$ cat src/ddi_params.svh
`ifndef DDI_PARAMS_SVH
`define DDI_PARAMS_SVH

// Register offsets (word index on the plain register port)
`define DDI_OFS_STATUS      8'h00
`define DDI_OFS_CONTROL     8'h01
`define DDI_OFS_INVERT      8'h02
`define DDI_OFS_ROUTE_BASE  8'h10
`define DDI_OFS_ROUTE_LAST  8'h18

// Control register fields
`define DDI_CTL_FMD         0
`define DDI_CTL_ALLOW_LO    1
`define DDI_CTL_ALLOW_HI    4
`define DDI_CTL_SW_REF      5
`define DDI_CTL_SW_REV      6
`define DDI_CTL_SW_INCH     7

// Reset values
`define DDI_CONTROL_RESET   8'h00
`define DDI_INVERT_RESET    9'h000
`define DDI_ROUTE_RESET     11'h000

// Route codes
`define DDI_ROUTE_MAX       11'h07CF
`define DDI_DEST_REF_ON     11'h006F
`define DDI_DEST_REVERSE    11'h0070
`define DDI_DEST_INCH       11'h0071
`define DDI_ROUTE_DEPTH     9
`define DDI_ROUTE_LAST_IDX  4'h8

// Timing
`define DDI_CLK_HZ          40000000
`define DDI_ENOFF_MS        30
`define DDI_ENOFF_CYCLES    ((`DDI_ENOFF_MS * `DDI_CLK_HZ) / 1000)
`define DDI_ENOFF_CNT_W     21

`endif

$ cat src/ddi_pkg.sv
package ddi_pkg;
    typedef logic [10:0] ddi_dest_t;
    typedef enum logic [1:0] {
        DDI_IDLE  = 2'b00,
        DDI_READ  = 2'b01,
        DDI_STORE = 2'b10
    } ddi_walk_t;
endpackage : ddi_pkg

$ cat src/ddi_in_sync.sv
`timescale 1ns/100ps
`include "ddi_params.svh"
module ddi_in_sync (
    input  wire logic        core_clk,
    input  wire logic        rstn,
    input  wire logic [10:0] raw,
    input  wire logic [10:0] inv,
    output logic      [10:0] q
);
    logic [10:0] meta;
    logic [10:0] stable;

    // Terminal contacts are asynchronous; the first stage feeds only the second
    always_ff @(posedge core_clk or negedge rstn) begin
        if (!rstn) begin
            meta   <= 11'h000;
            stable <= 11'h000;
        end else begin
            meta   <= raw;
            stable <= meta;
        end
    end

    always_ff @(posedge core_clk or negedge rstn) begin
        if (!rstn) begin
            q <= 11'h000;
        end else begin
            q <= stable ^ inv;
        end
    end
endmodule : ddi_in_sync

$ cat src/ddi_route_mem.sv
`timescale 1ns/100ps
`include "ddi_params.svh"
module ddi_route_mem
    import ddi_pkg::*;
(
    input  wire logic      core_clk,
    input  wire logic      rstn,
    input  wire logic      wr_en,
    input  wire logic [3:0] wr_addr,
    input  wire ddi_dest_t wr_data,
    input  wire logic      rd_en,
    input  wire logic [3:0] rd_addr,
    output ddi_dest_t      rd_data
);
    ddi_dest_t mem [`DDI_ROUTE_DEPTH];

    always_ff @(posedge core_clk or negedge rstn) begin
        if (!rstn) begin
            for (int i = 0; i < `DDI_ROUTE_DEPTH; i++) begin
                mem[i] <= `DDI_ROUTE_RESET;
            end
        end else if (wr_en) begin
            mem[wr_addr] <= wr_data;
        end
    end

    always_ff @(posedge core_clk or negedge rstn) begin
        if (!rstn) begin
            rd_data <= `DDI_ROUTE_RESET;
        end else if (rd_en) begin
            rd_data <= mem[rd_addr];
        end
    end
endmodule : ddi_route_mem

$ cat src/ddi_top.sv
`timescale 1ns/100ps
`include "ddi_params.svh"
module ddi_top
    import ddi_pkg::*;
#(
    parameter int unsigned ENOFF_CYCLES = `DDI_ENOFF_CYCLES
) (
    input  wire logic        core_clk,
    input  wire logic        rstn,
    input  wire logic [7:0]  reg_addr,
    input  wire logic [15:0] reg_wdata,
    input  wire logic        reg_wr,
    input  wire logic        reg_rd,
    output logic      [15:0] reg_rdata,
    input  wire logic        run_permit_input,
    input  wire logic        second_control_input,
    input  wire logic        third_control_input,
    input  wire logic        fourth_control_input,
    input  wire logic        fifth_control_input,
    input  wire logic        sixth_control_input,
    input  wire logic        seventh_control_input,
    input  wire logic        eighth_control_input,
    input  wire logic        ninth_control_input,
    input  wire logic        tenth_control_input,
    input  wire logic        hw_enable_input,
    input  wire logic        param_reset_button,
    input  wire logic        ramp_hold,
    input  wire logic        drive_running,
    output logic             start_allowed,
    output logic             pre_ramp_ref_zero,
    output logic             stop_request,
    output logic             ref_on,
    output logic             reverse_sel,
    output logic             inch_rev_cmd,
    output logic             inch_fwd_cmd,
    output logic             run_rev_cmd,
    output logic             run_fwd_cmd,
    output logic             firing_enable,
    output logic             coast_stop,
    output logic             ramp_reset,
    output logic      [3:0]  route_index,
    output ddi_dest_t        route_dest,
    output logic             route_level
);

    ////////////////////////////////////////////////////////////////////////
    // Functions

    function automatic logic is_route_addr(input logic [7:0] a);
        is_route_addr = (a >= `DDI_OFS_ROUTE_BASE) && (a <= `DDI_OFS_ROUTE_LAST);
    endfunction : is_route_addr

    function automatic logic dest_hit(input logic [8:0] lv, input ddi_dest_t tbl [9],
                                      input ddi_dest_t code);
        logic h;
        h = 1'b0;
        for (int i = 0; i < 9; i++) begin
            h = h | (lv[i] & (tbl[i] == code));
        end
        dest_hit = h;
    endfunction : dest_hit

    ////////////////////////////////////////////////////////////////////////
    // Declarations

    logic [7:0]  control;
    logic [8:0]  invert;
    logic [10:0] s;
    logic        permit;
    logic        en;
    logic        norm;
    logic        ok;
    logic        fmd;
    logic [3:0]  allow;
    logic        sw_ref;
    logic        sw_rev;
    logic        sw_inch;
    ddi_dest_t   active [9];
    ddi_dest_t   mem_q;
    logic        mem_rd;
    logic [3:0]  mem_rd_addr;
    logic [7:0]  route_ofs;
    logic        sw_route_rd;
    logic        sw_route_wr;
    ddi_walk_t   walk;
    logic [3:0]  walk_idx;
    logic        load_pend;
    logic        ref_q;
    logic        rev_q;
    logic        prog_ref;
    logic        prog_rev;
    logic        prog_inch;
    logic        inch_sel;
    logic        next_inch_rev;
    logic        next_inch_fwd;
    logic        next_run_rev;
    logic        next_run_fwd;
    logic        en_prev;
    logic        en_fall;
    logic [`DDI_ENOFF_CNT_W-1:0] off_cnt;
    logic [15:0] rd_q;
    logic        rd_route_q;
    logic [3:0]  scan_idx;

    ////////////////////////////////////////////////////////////////////////
    // Input stage

    ddi_in_sync u_sync (
        .core_clk (core_clk),
        .rstn     (rstn),
        .raw      ({hw_enable_input, tenth_control_input, ninth_control_input,
                    eighth_control_input, seventh_control_input, sixth_control_input,
                    fifth_control_input, fourth_control_input, third_control_input,
                    second_control_input, run_permit_input}),
        .inv      ({1'b0, invert, 1'b0}),
        .q        (s)
    );

    assign permit  = s[0];
    assign en      = s[10];
    assign fmd     = control[`DDI_CTL_FMD];
    assign norm    = ~fmd;
    assign allow   = control[`DDI_CTL_ALLOW_HI:`DDI_CTL_ALLOW_LO];
    assign sw_ref  = control[`DDI_CTL_SW_REF];
    assign sw_rev  = control[`DDI_CTL_SW_REV];
    assign sw_inch = control[`DDI_CTL_SW_INCH];
    assign ok      = permit & en;

    ////////////////////////////////////////////////////////////////////////
    // Register writes

    assign route_ofs   = reg_addr - `DDI_OFS_ROUTE_BASE;
    assign sw_route_wr = reg_wr & is_route_addr(reg_addr) & (reg_wdata[15:11] == 5'h00)
                         & (reg_wdata[10:0] <= `DDI_ROUTE_MAX);
    assign sw_route_rd = reg_rd & is_route_addr(reg_addr);

    always_ff @(posedge core_clk or negedge rstn) begin
        if (!rstn) begin
            control <= `DDI_CONTROL_RESET;
        end else if (reg_wr && reg_addr == `DDI_OFS_CONTROL) begin
            control <= reg_wdata[7:0];
        end
    end

    always_ff @(posedge core_clk or negedge rstn) begin
        if (!rstn) begin
            invert <= `DDI_INVERT_RESET;
        end else if (reg_wr && reg_addr == `DDI_OFS_INVERT) begin
            invert <= reg_wdata[8:0];
        end
    end

    ////////////////////////////////////////////////////////////////////////
    // Route store: software edits the pending copy, the button applies it

    assign mem_rd      = sw_route_rd | (walk == DDI_READ);
    assign mem_rd_addr = sw_route_rd ? route_ofs[3:0] : walk_idx;

    ddi_route_mem u_mem (
        .core_clk (core_clk),
        .rstn     (rstn),
        .wr_en    (sw_route_wr),
        .wr_addr  (route_ofs[3:0]),
        .wr_data  (reg_wdata[10:0]),
        .rd_en    (mem_rd),
        .rd_addr  (mem_rd_addr),
        .rd_data  (mem_q)
    );

    // Software reads win the memory port; the walker simply waits
    always_ff @(posedge core_clk or negedge rstn) begin
        if (!rstn) begin
            walk      <= DDI_IDLE;
            walk_idx  <= 4'h0;
            load_pend <= 1'b0;
        end else begin
            case (walk)
                DDI_IDLE: begin
                    walk_idx <= 4'h0;
                    if (param_reset_button || load_pend) begin
                        walk      <= DDI_READ;
                        load_pend <= 1'b0;
                    end
                end
                DDI_READ: begin
                    if (param_reset_button) begin
                        load_pend <= 1'b1;
                    end
                    if (!sw_route_rd) begin
                        walk <= DDI_STORE;
                    end
                end
                DDI_STORE: begin
                    if (param_reset_button) begin
                        load_pend <= 1'b1;
                    end
                    if (walk_idx == `DDI_ROUTE_LAST_IDX) begin
                        walk <= DDI_IDLE;
                    end else begin
                        walk_idx <= walk_idx + 4'h1;
                        walk     <= DDI_READ;
                    end
                end
                default: begin
                    walk <= DDI_IDLE;
                end
            endcase
        end
    end

    always_ff @(posedge core_clk or negedge rstn) begin
        if (!rstn) begin
            for (int i = 0; i < 9; i++) begin
                active[i] <= `DDI_ROUTE_RESET;
            end
        end else if (walk == DDI_STORE) begin
            active[walk_idx] <= mem_q;
        end
    end

    ////////////////////////////////////////////////////////////////////////
    // Routed destinations, one input per cycle

    always_ff @(posedge core_clk or negedge rstn) begin
        if (!rstn) begin
            scan_idx    <= 4'h0;
            route_index <= 4'h0;
            route_dest  <= `DDI_ROUTE_RESET;
            route_level <= 1'b0;
        end else begin
            scan_idx    <= (scan_idx == `DDI_ROUTE_LAST_IDX) ? 4'h0 : scan_idx + 4'h1;
            route_index <= scan_idx;
            route_dest  <= active[scan_idx];
            route_level <= s[scan_idx + 4'h1];
        end
    end

    ////////////////////////////////////////////////////////////////////////
    // Command logic

    assign prog_ref  = dest_hit(s[9:1], active, `DDI_DEST_REF_ON);
    assign prog_rev  = dest_hit(s[9:1], active, `DDI_DEST_REVERSE);
    assign prog_inch = dest_hit(s[9:1], active, `DDI_DEST_INCH);
    assign inch_sel  = prog_inch | sw_inch;

    // Reference-on; gated by permit and enable in both modes
    always_ff @(posedge core_clk or negedge rstn) begin
        if (!rstn) begin
            ref_q <= 1'b0;
        end else if (!ok) begin
            ref_q <= 1'b0;
        end else if (norm) begin
            if (s[3] | s[4]) begin
                ref_q <= 1'b1;
            end
        end else begin
            ref_q <= (prog_ref & permit) | sw_ref;
        end
    end

    always_ff @(posedge core_clk or negedge rstn) begin
        if (!rstn) begin
            rev_q <= 1'b0;
        end else if (norm) begin
            if (s[3] & ~s[4]) begin
                rev_q <= 1'b1;
            end else if (s[4] & ~s[3]) begin
                rev_q <= 1'b0;
            end
        end else begin
            rev_q <= prog_rev | sw_rev;
        end
    end

    always_comb begin
        if (norm) begin
            next_inch_rev = ok & ~ref_q & s[1] & ~s[2];
            next_inch_fwd = ok & ~ref_q & s[2] & ~s[1];
            next_run_rev  = ok & ref_q & rev_q;
            next_run_fwd  = ok & ref_q & ~rev_q;
        end else begin
            next_inch_rev = ok & ref_q & inch_sel & rev_q & allow[0];
            next_inch_fwd = ok & ref_q & inch_sel & ~rev_q & allow[1];
            next_run_rev  = ok & ref_q & ~inch_sel & rev_q & allow[2];
            next_run_fwd  = ok & ref_q & ~inch_sel & ~rev_q & allow[3];
        end
    end

    always_ff @(posedge core_clk or negedge rstn) begin
        if (!rstn) begin
            inch_rev_cmd <= 1'b0;
            inch_fwd_cmd <= 1'b0;
            run_rev_cmd  <= 1'b0;
            run_fwd_cmd  <= 1'b0;
        end else begin
            inch_rev_cmd <= next_inch_rev;
            inch_fwd_cmd <= next_inch_fwd;
            run_rev_cmd  <= next_run_rev;
            run_fwd_cmd  <= next_run_fwd;
        end
    end

    assign ref_on            = ref_q;
    assign reverse_sel       = rev_q;
    assign start_allowed     = ok;
    assign pre_ramp_ref_zero = ~permit;
    assign stop_request      = ~permit & ~ramp_hold;

    ////////////////////////////////////////////////////////////////////////
    // Enable loss: delayed firing off, coast stop

    assign en_fall = en_prev & ~en;

    always_ff @(posedge core_clk or negedge rstn) begin
        if (!rstn) begin
            en_prev <= 1'b0;
        end else begin
            en_prev <= en;
        end
    end

    // Pulses stay on through the delay so the bridge is not cut mid-conduction
    always_ff @(posedge core_clk or negedge rstn) begin
        if (!rstn) begin
            firing_enable <= 1'b0;
            off_cnt       <= '0;
        end else if (en) begin
            firing_enable <= 1'b1;
            off_cnt       <= '0;
        end else if (firing_enable) begin
            if (off_cnt == `DDI_ENOFF_CNT_W'(ENOFF_CYCLES - 1)) begin
                firing_enable <= 1'b0;
            end else begin
                off_cnt <= off_cnt + 1'b1;
            end
        end
    end

    always_ff @(posedge core_clk or negedge rstn) begin
        if (!rstn) begin
            coast_stop <= 1'b0;
            ramp_reset <= 1'b0;
        end else begin
            ramp_reset <= en_fall & drive_running;
            if (en_fall && drive_running) begin
                coast_stop <= 1'b1;
            end else if (en) begin
                coast_stop <= 1'b0;
            end
        end
    end

    ////////////////////////////////////////////////////////////////////////
    // Register reads

    always_ff @(posedge core_clk or negedge rstn) begin
        if (!rstn) begin
            rd_q       <= 16'h0000;
            rd_route_q <= 1'b0;
        end else begin
            rd_route_q <= sw_route_rd;
            rd_q       <= 16'h0000;
            if (reg_rd) begin
                case (reg_addr)
                    `DDI_OFS_STATUS:  rd_q <= {2'b00, coast_stop, firing_enable, ref_q, s};
                    `DDI_OFS_CONTROL: rd_q <= {8'h00, control};
                    `DDI_OFS_INVERT:  rd_q <= {7'h00, invert};
                    default:          rd_q <= 16'h0000;
                endcase
            end
        end
    end

    assign reg_rdata = rd_route_q ? {5'h00, mem_q} : rd_q;
endmodule : ddi_top

$ cat config.mk
export PLATFORM = sky130hd
export DESIGN_NAME = ddi_top
export DESIGN_NICKNAME = d
export VERILOG_FILES = /design/src/ddi_pkg.sv /design/src/ddi_in_sync.sv /design/src/ddi_route_mem.sv /design/src/ddi_top.sv
export VERILOG_INCLUDE_DIRS = /design/src
export SDC_FILE = /design/constraint.sdc
export NUM_CORES = 1
export LEC_CHECK = 0
export ABC_AREA = 1
export CORE_MARGIN = 2
export CORE_UTILIZATION = 55
export CTS_CLUSTER_SIZE = 40
export DETAILED_ROUTE_END_ITERATION = 8
export DONT_BUFFER_PORTS = 1
export GPL_TIMING_DRIVEN = 1
export PLACE_DENSITY = 0.71
export SETUP_SLACK_MARGIN = 0.15
export SLEW_MARGIN = 20
export SYNTH_ARGS = -nofsm -noshare
export SYNTH_HDL_FRONTEND = slang
export SYNTH_HIERARCHICAL = 1
export SYNTH_SLANG_ARGS = --single-unit
$ cat constraint.sdc
create_clock -name core_clk -period 4.5 [get_ports core_clk]
set_clock_uncertainty 0.05 [all_clocks]
set_input_delay 0.9 -clock core_clk [delete_from_list [all_inputs] [get_ports core_clk]]
set_output_delay 0.9 -clock core_clk [all_outputs]
set_load 0.05 [all_outputs]
* Word-level counts from Yosys, hierarchy flattened
Cells that the tools add are included.
** Cells by class
- Add/subtract/negate cells :: 4
- Magnitude comparators :: 10
- Equal/unequal tests :: 40
- Mux-type cells :: 46
- Bitwise operators :: 100
- Reductions and logical operators :: 20
** Operators with widths (count)
- $eq 11x7->1 const B :: 27
- $bwmux 99 :: 2
- $bmux 11 s4 :: 2
- $demux 11 s4 :: 2
- $mux 11 :: 6
- $mux 21 :: 3
- $and 1x1->1 :: 56
- $pmux 14 s3 :: 1
- $or 1x1->1 :: 29
- $add 21x1->21 const B :: 1
- $eq 21x21->1 const B :: 1
- $ge 5x5->1 const B :: 4
- $not 4->5 :: 4
- $mux 1 :: 19
- $mux 16 :: 1
- $mux 14 :: 1
- $mux 4 :: 3
- $le 11x11->1 const B :: 1
- $xor 11x10->11 :: 1
- $lt 5x1->1 const B :: 2
- $not 1->1 :: 10
- $add 4x1->4 const B :: 2
- $eq 4x4->1 const B :: 2
- $eq 8x1->1 const B :: 1
- other kinds (25) :: 39
** Word-level totals
- Register bits after elaboration :: 334
- Input bits :: 42

* Depth between registers and ports, before layout
- Depth in word-level cells :: 16
- Mapped depth :: 16
- Depth with buffers taken out :: 14

* Cells and area by module
Netlist, hierarchy kept.
** By module, submodules not included
- ddi_top :: instances 1, cells each 1325, area each 9939.5 µm², seq. area each 4729.5 µm²
- ddi_route_mem :: instances 1, cells each 676, area each 5218.8 µm², seq. area each 2752.6 µm²
- ddi_in_sync :: instances 1, cells each 88, area each 1032.2 µm², seq. area each 825.8 µm²

* Least setup slack after synthesis
Ideal clock, no wire load.
- Path type :: register to output
- Start :: reg rd_route_q
- End :: out reg_rdata[10]
- Arrival :: 1.632 ns
- Required time :: 3.550 ns
- Slack :: 1.918 ns
- Cell stages (with the launch flop) :: 5
- Cells stage by stage :: dfrtp_1 > clkbuf_1 > clkbuf_1 > nor2_1 > a21oi_1
** Between the ends
- Word-level cells in the longest chain between the ends :: 1
** RTL lines
- start: declaration :: line ddi_top.sv:102 : logic rd_route_q;
- start signal: assignment :: line ddi_top.sv:361 : rd_route_q <= sw_route_rd;
- $mux 16 :: line ddi_top.sv:374 : assign reg_rdata = rd_route_q ? {5'h00, mem_q} : rd_q;
- end: declaration :: line ddi_top.sv:14 : output logic [15:0] reg_rdata,
Every way passes these cells.

* Worst setup path in the final report
- Start :: reg rd_route_q
- End :: out reg_rdata[5]
The elaborated chain is that of the path after synthesis.

==> impl_metrics.env <==
export IMPL_cts_resized=0
export IMPL_fin_crit_sh_pct=74.3
export IMPL_clk_latency_ns=0.53
export IMPL_synth_area_leaders="dfrtp_1 51%, nand2_1 13%, o21ai_0 8.3%"
export IMPL_drc=0
export IMPL_final_max_slew_viol_count=44
export IMPL_syn2layout_area_growth_pct=9.00
export IMPL_core_mm2=0.0289
export IMPL_synthDistinctLibCells=45
export IMPL_root_buffer="clkbuf_16"
export IMPL_hold_class="in -> async"
export IMPL_p_leak_nw=8.37
export IMPL_ctsHoldBuffers=0
export IMPL_grt_pass1_vias=13000
export IMPL_maxSlewHeadroom_pct=-0.657
export IMPL_cp_slowest_cell="a21oi_1"
export IMPL_yosysWarnings=6
export IMPL_yosysTopAreaCell="dfrtp_1"
export IMPL_antenna_found_initial=1
export IMPL_viasPerCell=5.46
export IMPL_finish_utilization_pct=61.2
export IMPL_met3_length_mm=2.94
export IMPL_setup_viol=0
export IMPL_final_layout_size_suffix_gt1_share_pct=5.32
export IMPL_yosysSeqAreaShare_pct=51.3
export IMPL_num_io_pins=86
export IMPL_via_count=13500
export IMPL_path_class="reg -> out"
export IMPL_worstPathCellList="nor2_1 > a21oi_1"
export IMPL_post_place_cells=2403
export IMPL_die_area_mm2=0.0308
export IMPL_r2r_cells=10
export IMPL_final_cells=2469
export IMPL_maxCapViolCount=0
export IMPL_yosysTopAreaCellShare_pct=51.3
export IMPL_cts_max_level=2
export IMPL_worstMarginPinSlew_ns=1.51
export IMPL_totalWireLength_mm=43.0
export IMPL_cts_tree="done"
export IMPL_worst_path_largest_cell_delay_ns=0.87
export IMPL_die_h_um=176
export IMPL_nets=2111
export IMPL_grt_max_degree=333
export IMPL_mostFrequentLayoutCell="nand2_1"
export IMPL_post_cts_buffers=0
export IMPL_final_area_mm2=0.0176
export IMPL_r2r_start="walk_idx[0]"
export IMPL_highest_layer="met5"
export IMPL_finalHoldViolCount=0
export IMPL_clk_pin_slew_ns=0.06
export IMPL_overflow=0
export IMPL_avgSynthCellArea_um2=7.75
export IMPL_antenna_left=0
export IMPL_rsz0062_at_grt="no"
export IMPL_dp_hpwl_mm=28.6
export IMPL_cts_buffers=37
export IMPL_violations="max-slew violations"
export IMPL_crit_arrival_ns=2.39
export IMPL_fin_crit_ns=3.34
export IMPL_end_kind="output port"
export IMPL_wl_per_cell_um=17.4
export IMPL_dr_pass1_iters=6
export IMPL_start_kind="flop"
export IMPL_netlist_area_mm2=0.0162
export IMPL_placed_cell_area_mm2=0.0164
export IMPL_rows=62
export IMPL_crit_fanout=25
export IMPL_finalSetupTns_ns=0
export IMPL_m1WireLength_mm=18.2
export IMPL_p_per_area_mw_per_mm2=490
export IMPL_drt_initial_drc_count=1510
export IMPL_numPortBuffers=0
export IMPL_grt_total_usage_pct=28.4
export IMPL_required_ns=3.55
export IMPL_worst_ir_drop_vdd_v=0.000357
export IMPL_ys_ff_latch=332
export IMPL_r2r_end="walk_idx[3]"
export IMPL_grt_pass1_wl_mm=69.2
export IMPL_clock_fmax_mhz=299
export IMPL_netlist_instances=2089
export IMPL_cts_path_max_buffers=3
export IMPL_ff2ff_setup_slack_ns=2.03
export IMPL_dr_wl_met2_mm=20.3
export IMPL_power_total_mw=8.65
export IMPL_initial_core_util_pct=56.1
export IMPL_clock_sinks=332
export IMPL_dieWidth_um=176
export IMPL_status="finished, violations left"
export IMPL_n_antenna_cell=0
export IMPL_final_cell_mix="573 x nand2_1, 332 x dfrtp_1, 280 x inv_1"
export IMPL_gp_congestion=0.888
[worst max-delay path, delay by kind of cell (launching register included)]
| kind | cells | cell delay, ns |
|---|---|---|
| AOI/OAI and AO/OA | 1 | 0.87 |
| DFF | 1 | 0.86 |
| and+or+nand+nor | 1 | 0.12 |
[layer usage]
| layer | track usage [%] | up-vias |
|---|---|---|
| met5 | 0 | - |
| met4 | 11.2 | 2 |
| met3 | 4.42 | 113 |
| met2 | 46.2 | 509 |
| met1 | 38.4 | 6309 |
| li1 | - | 6554 |
[registers in the layout (all words and copies together), names as in the netlist, 2 cells and up]
register,flops
u_mem/mem,99
route_index,4
walk_idx,4
u_sync/stable,11
scan_idx,4
rd_q,14
u_sync/meta,11
route_dest,11
invert,9
off_cnt,21
walk,2
u_sync/q,11
active,99
u_mem/rd_data,11
control,8
[power breakdown]
group,internal (mW),total [mW],switching [mW]
combinational,0.467,1.65,1.18
clock,1.88,3.11,1.22
sequential,3.38,3.89,0.513
total,5.73,8.65,2.92
[stage by stage]
step	worst slack, ns	hold slack [ns]
2_1_floorplan	1.92	0.281
3_3_place_gp	1.04	0.284
3_5_place_dp	0.929	0.287
4_1_cts	1.14	0.0347
5_1_grt	1.04	0.0201
6_report	1.16	0.0407
[cells in the mapped netlist, drive strengths merged]
library cell and n:
or2 1, inv 283, o41ai 1, clkbuf 54
nand4 23, ha 11, o22ai 1, nor3 17
conb 1, nor4 3, a21oi 62, o221ai 3
xnor2 2, nor2b 1, clkinv 3, nand2 576
dfrtp 332, nand3 161, buf 37, o31ai 1
nand3b 4, o211ai 10, o21ai 317, o2111ai 1
and3 1, a21o 1, xor2 12, nor2 170
[cell families (layout without fill, tap and decap cells)]
| family | count (synthesis) | in the layout | share of synthesized area, % |
|---|---|---|---|
| and+or+nand+nor | 957 | 957 | 24.8 |
| AOI/OAI and AO/OA | 397 | 397 | 12.9 |
| DFF | 332 | 332 | 51.3 |
| other | 1 | 6 | 0.0232 |
| xor gates and xnor gates | 14 | 14 | 0.757 |
| buffers and inverters | 377 | 368 | 9.36 |
| adders and majority gates | 11 | 11 | 0.850 |
[worst max path at each step]
stage                start                to  slack, ns  cells after the start
5_1_grt         rd_route_q      reg_rdata[7]       1.04                      2
2_1_floorplan   rd_route_q     reg_rdata[10]       1.92                      4
6_report        rd_route_q      reg_rdata[5]       1.16                      2
3_3_place_gp   reg_addr[6]  u_mem/rd_data[8]       1.04                     11
4_1_cts         rd_route_q      reg_rdata[4]       1.14                      2
3_5_place_dp   reg_addr[6]  u_mem/rd_data[7]       0.93                     11
[area by class of cell]
type | count | area (um2)
clock inverter | 8 | 145
clock buffer | 58 | 1110
fill | 2597 | 11200
inverter | 286 | 1080
timing repair buffer | 16 | 120
sequential | 332 | 8310
multi-input combinational | 1385 | 6400
tap | 384 | 480
(Power assumes the default switching activity.)
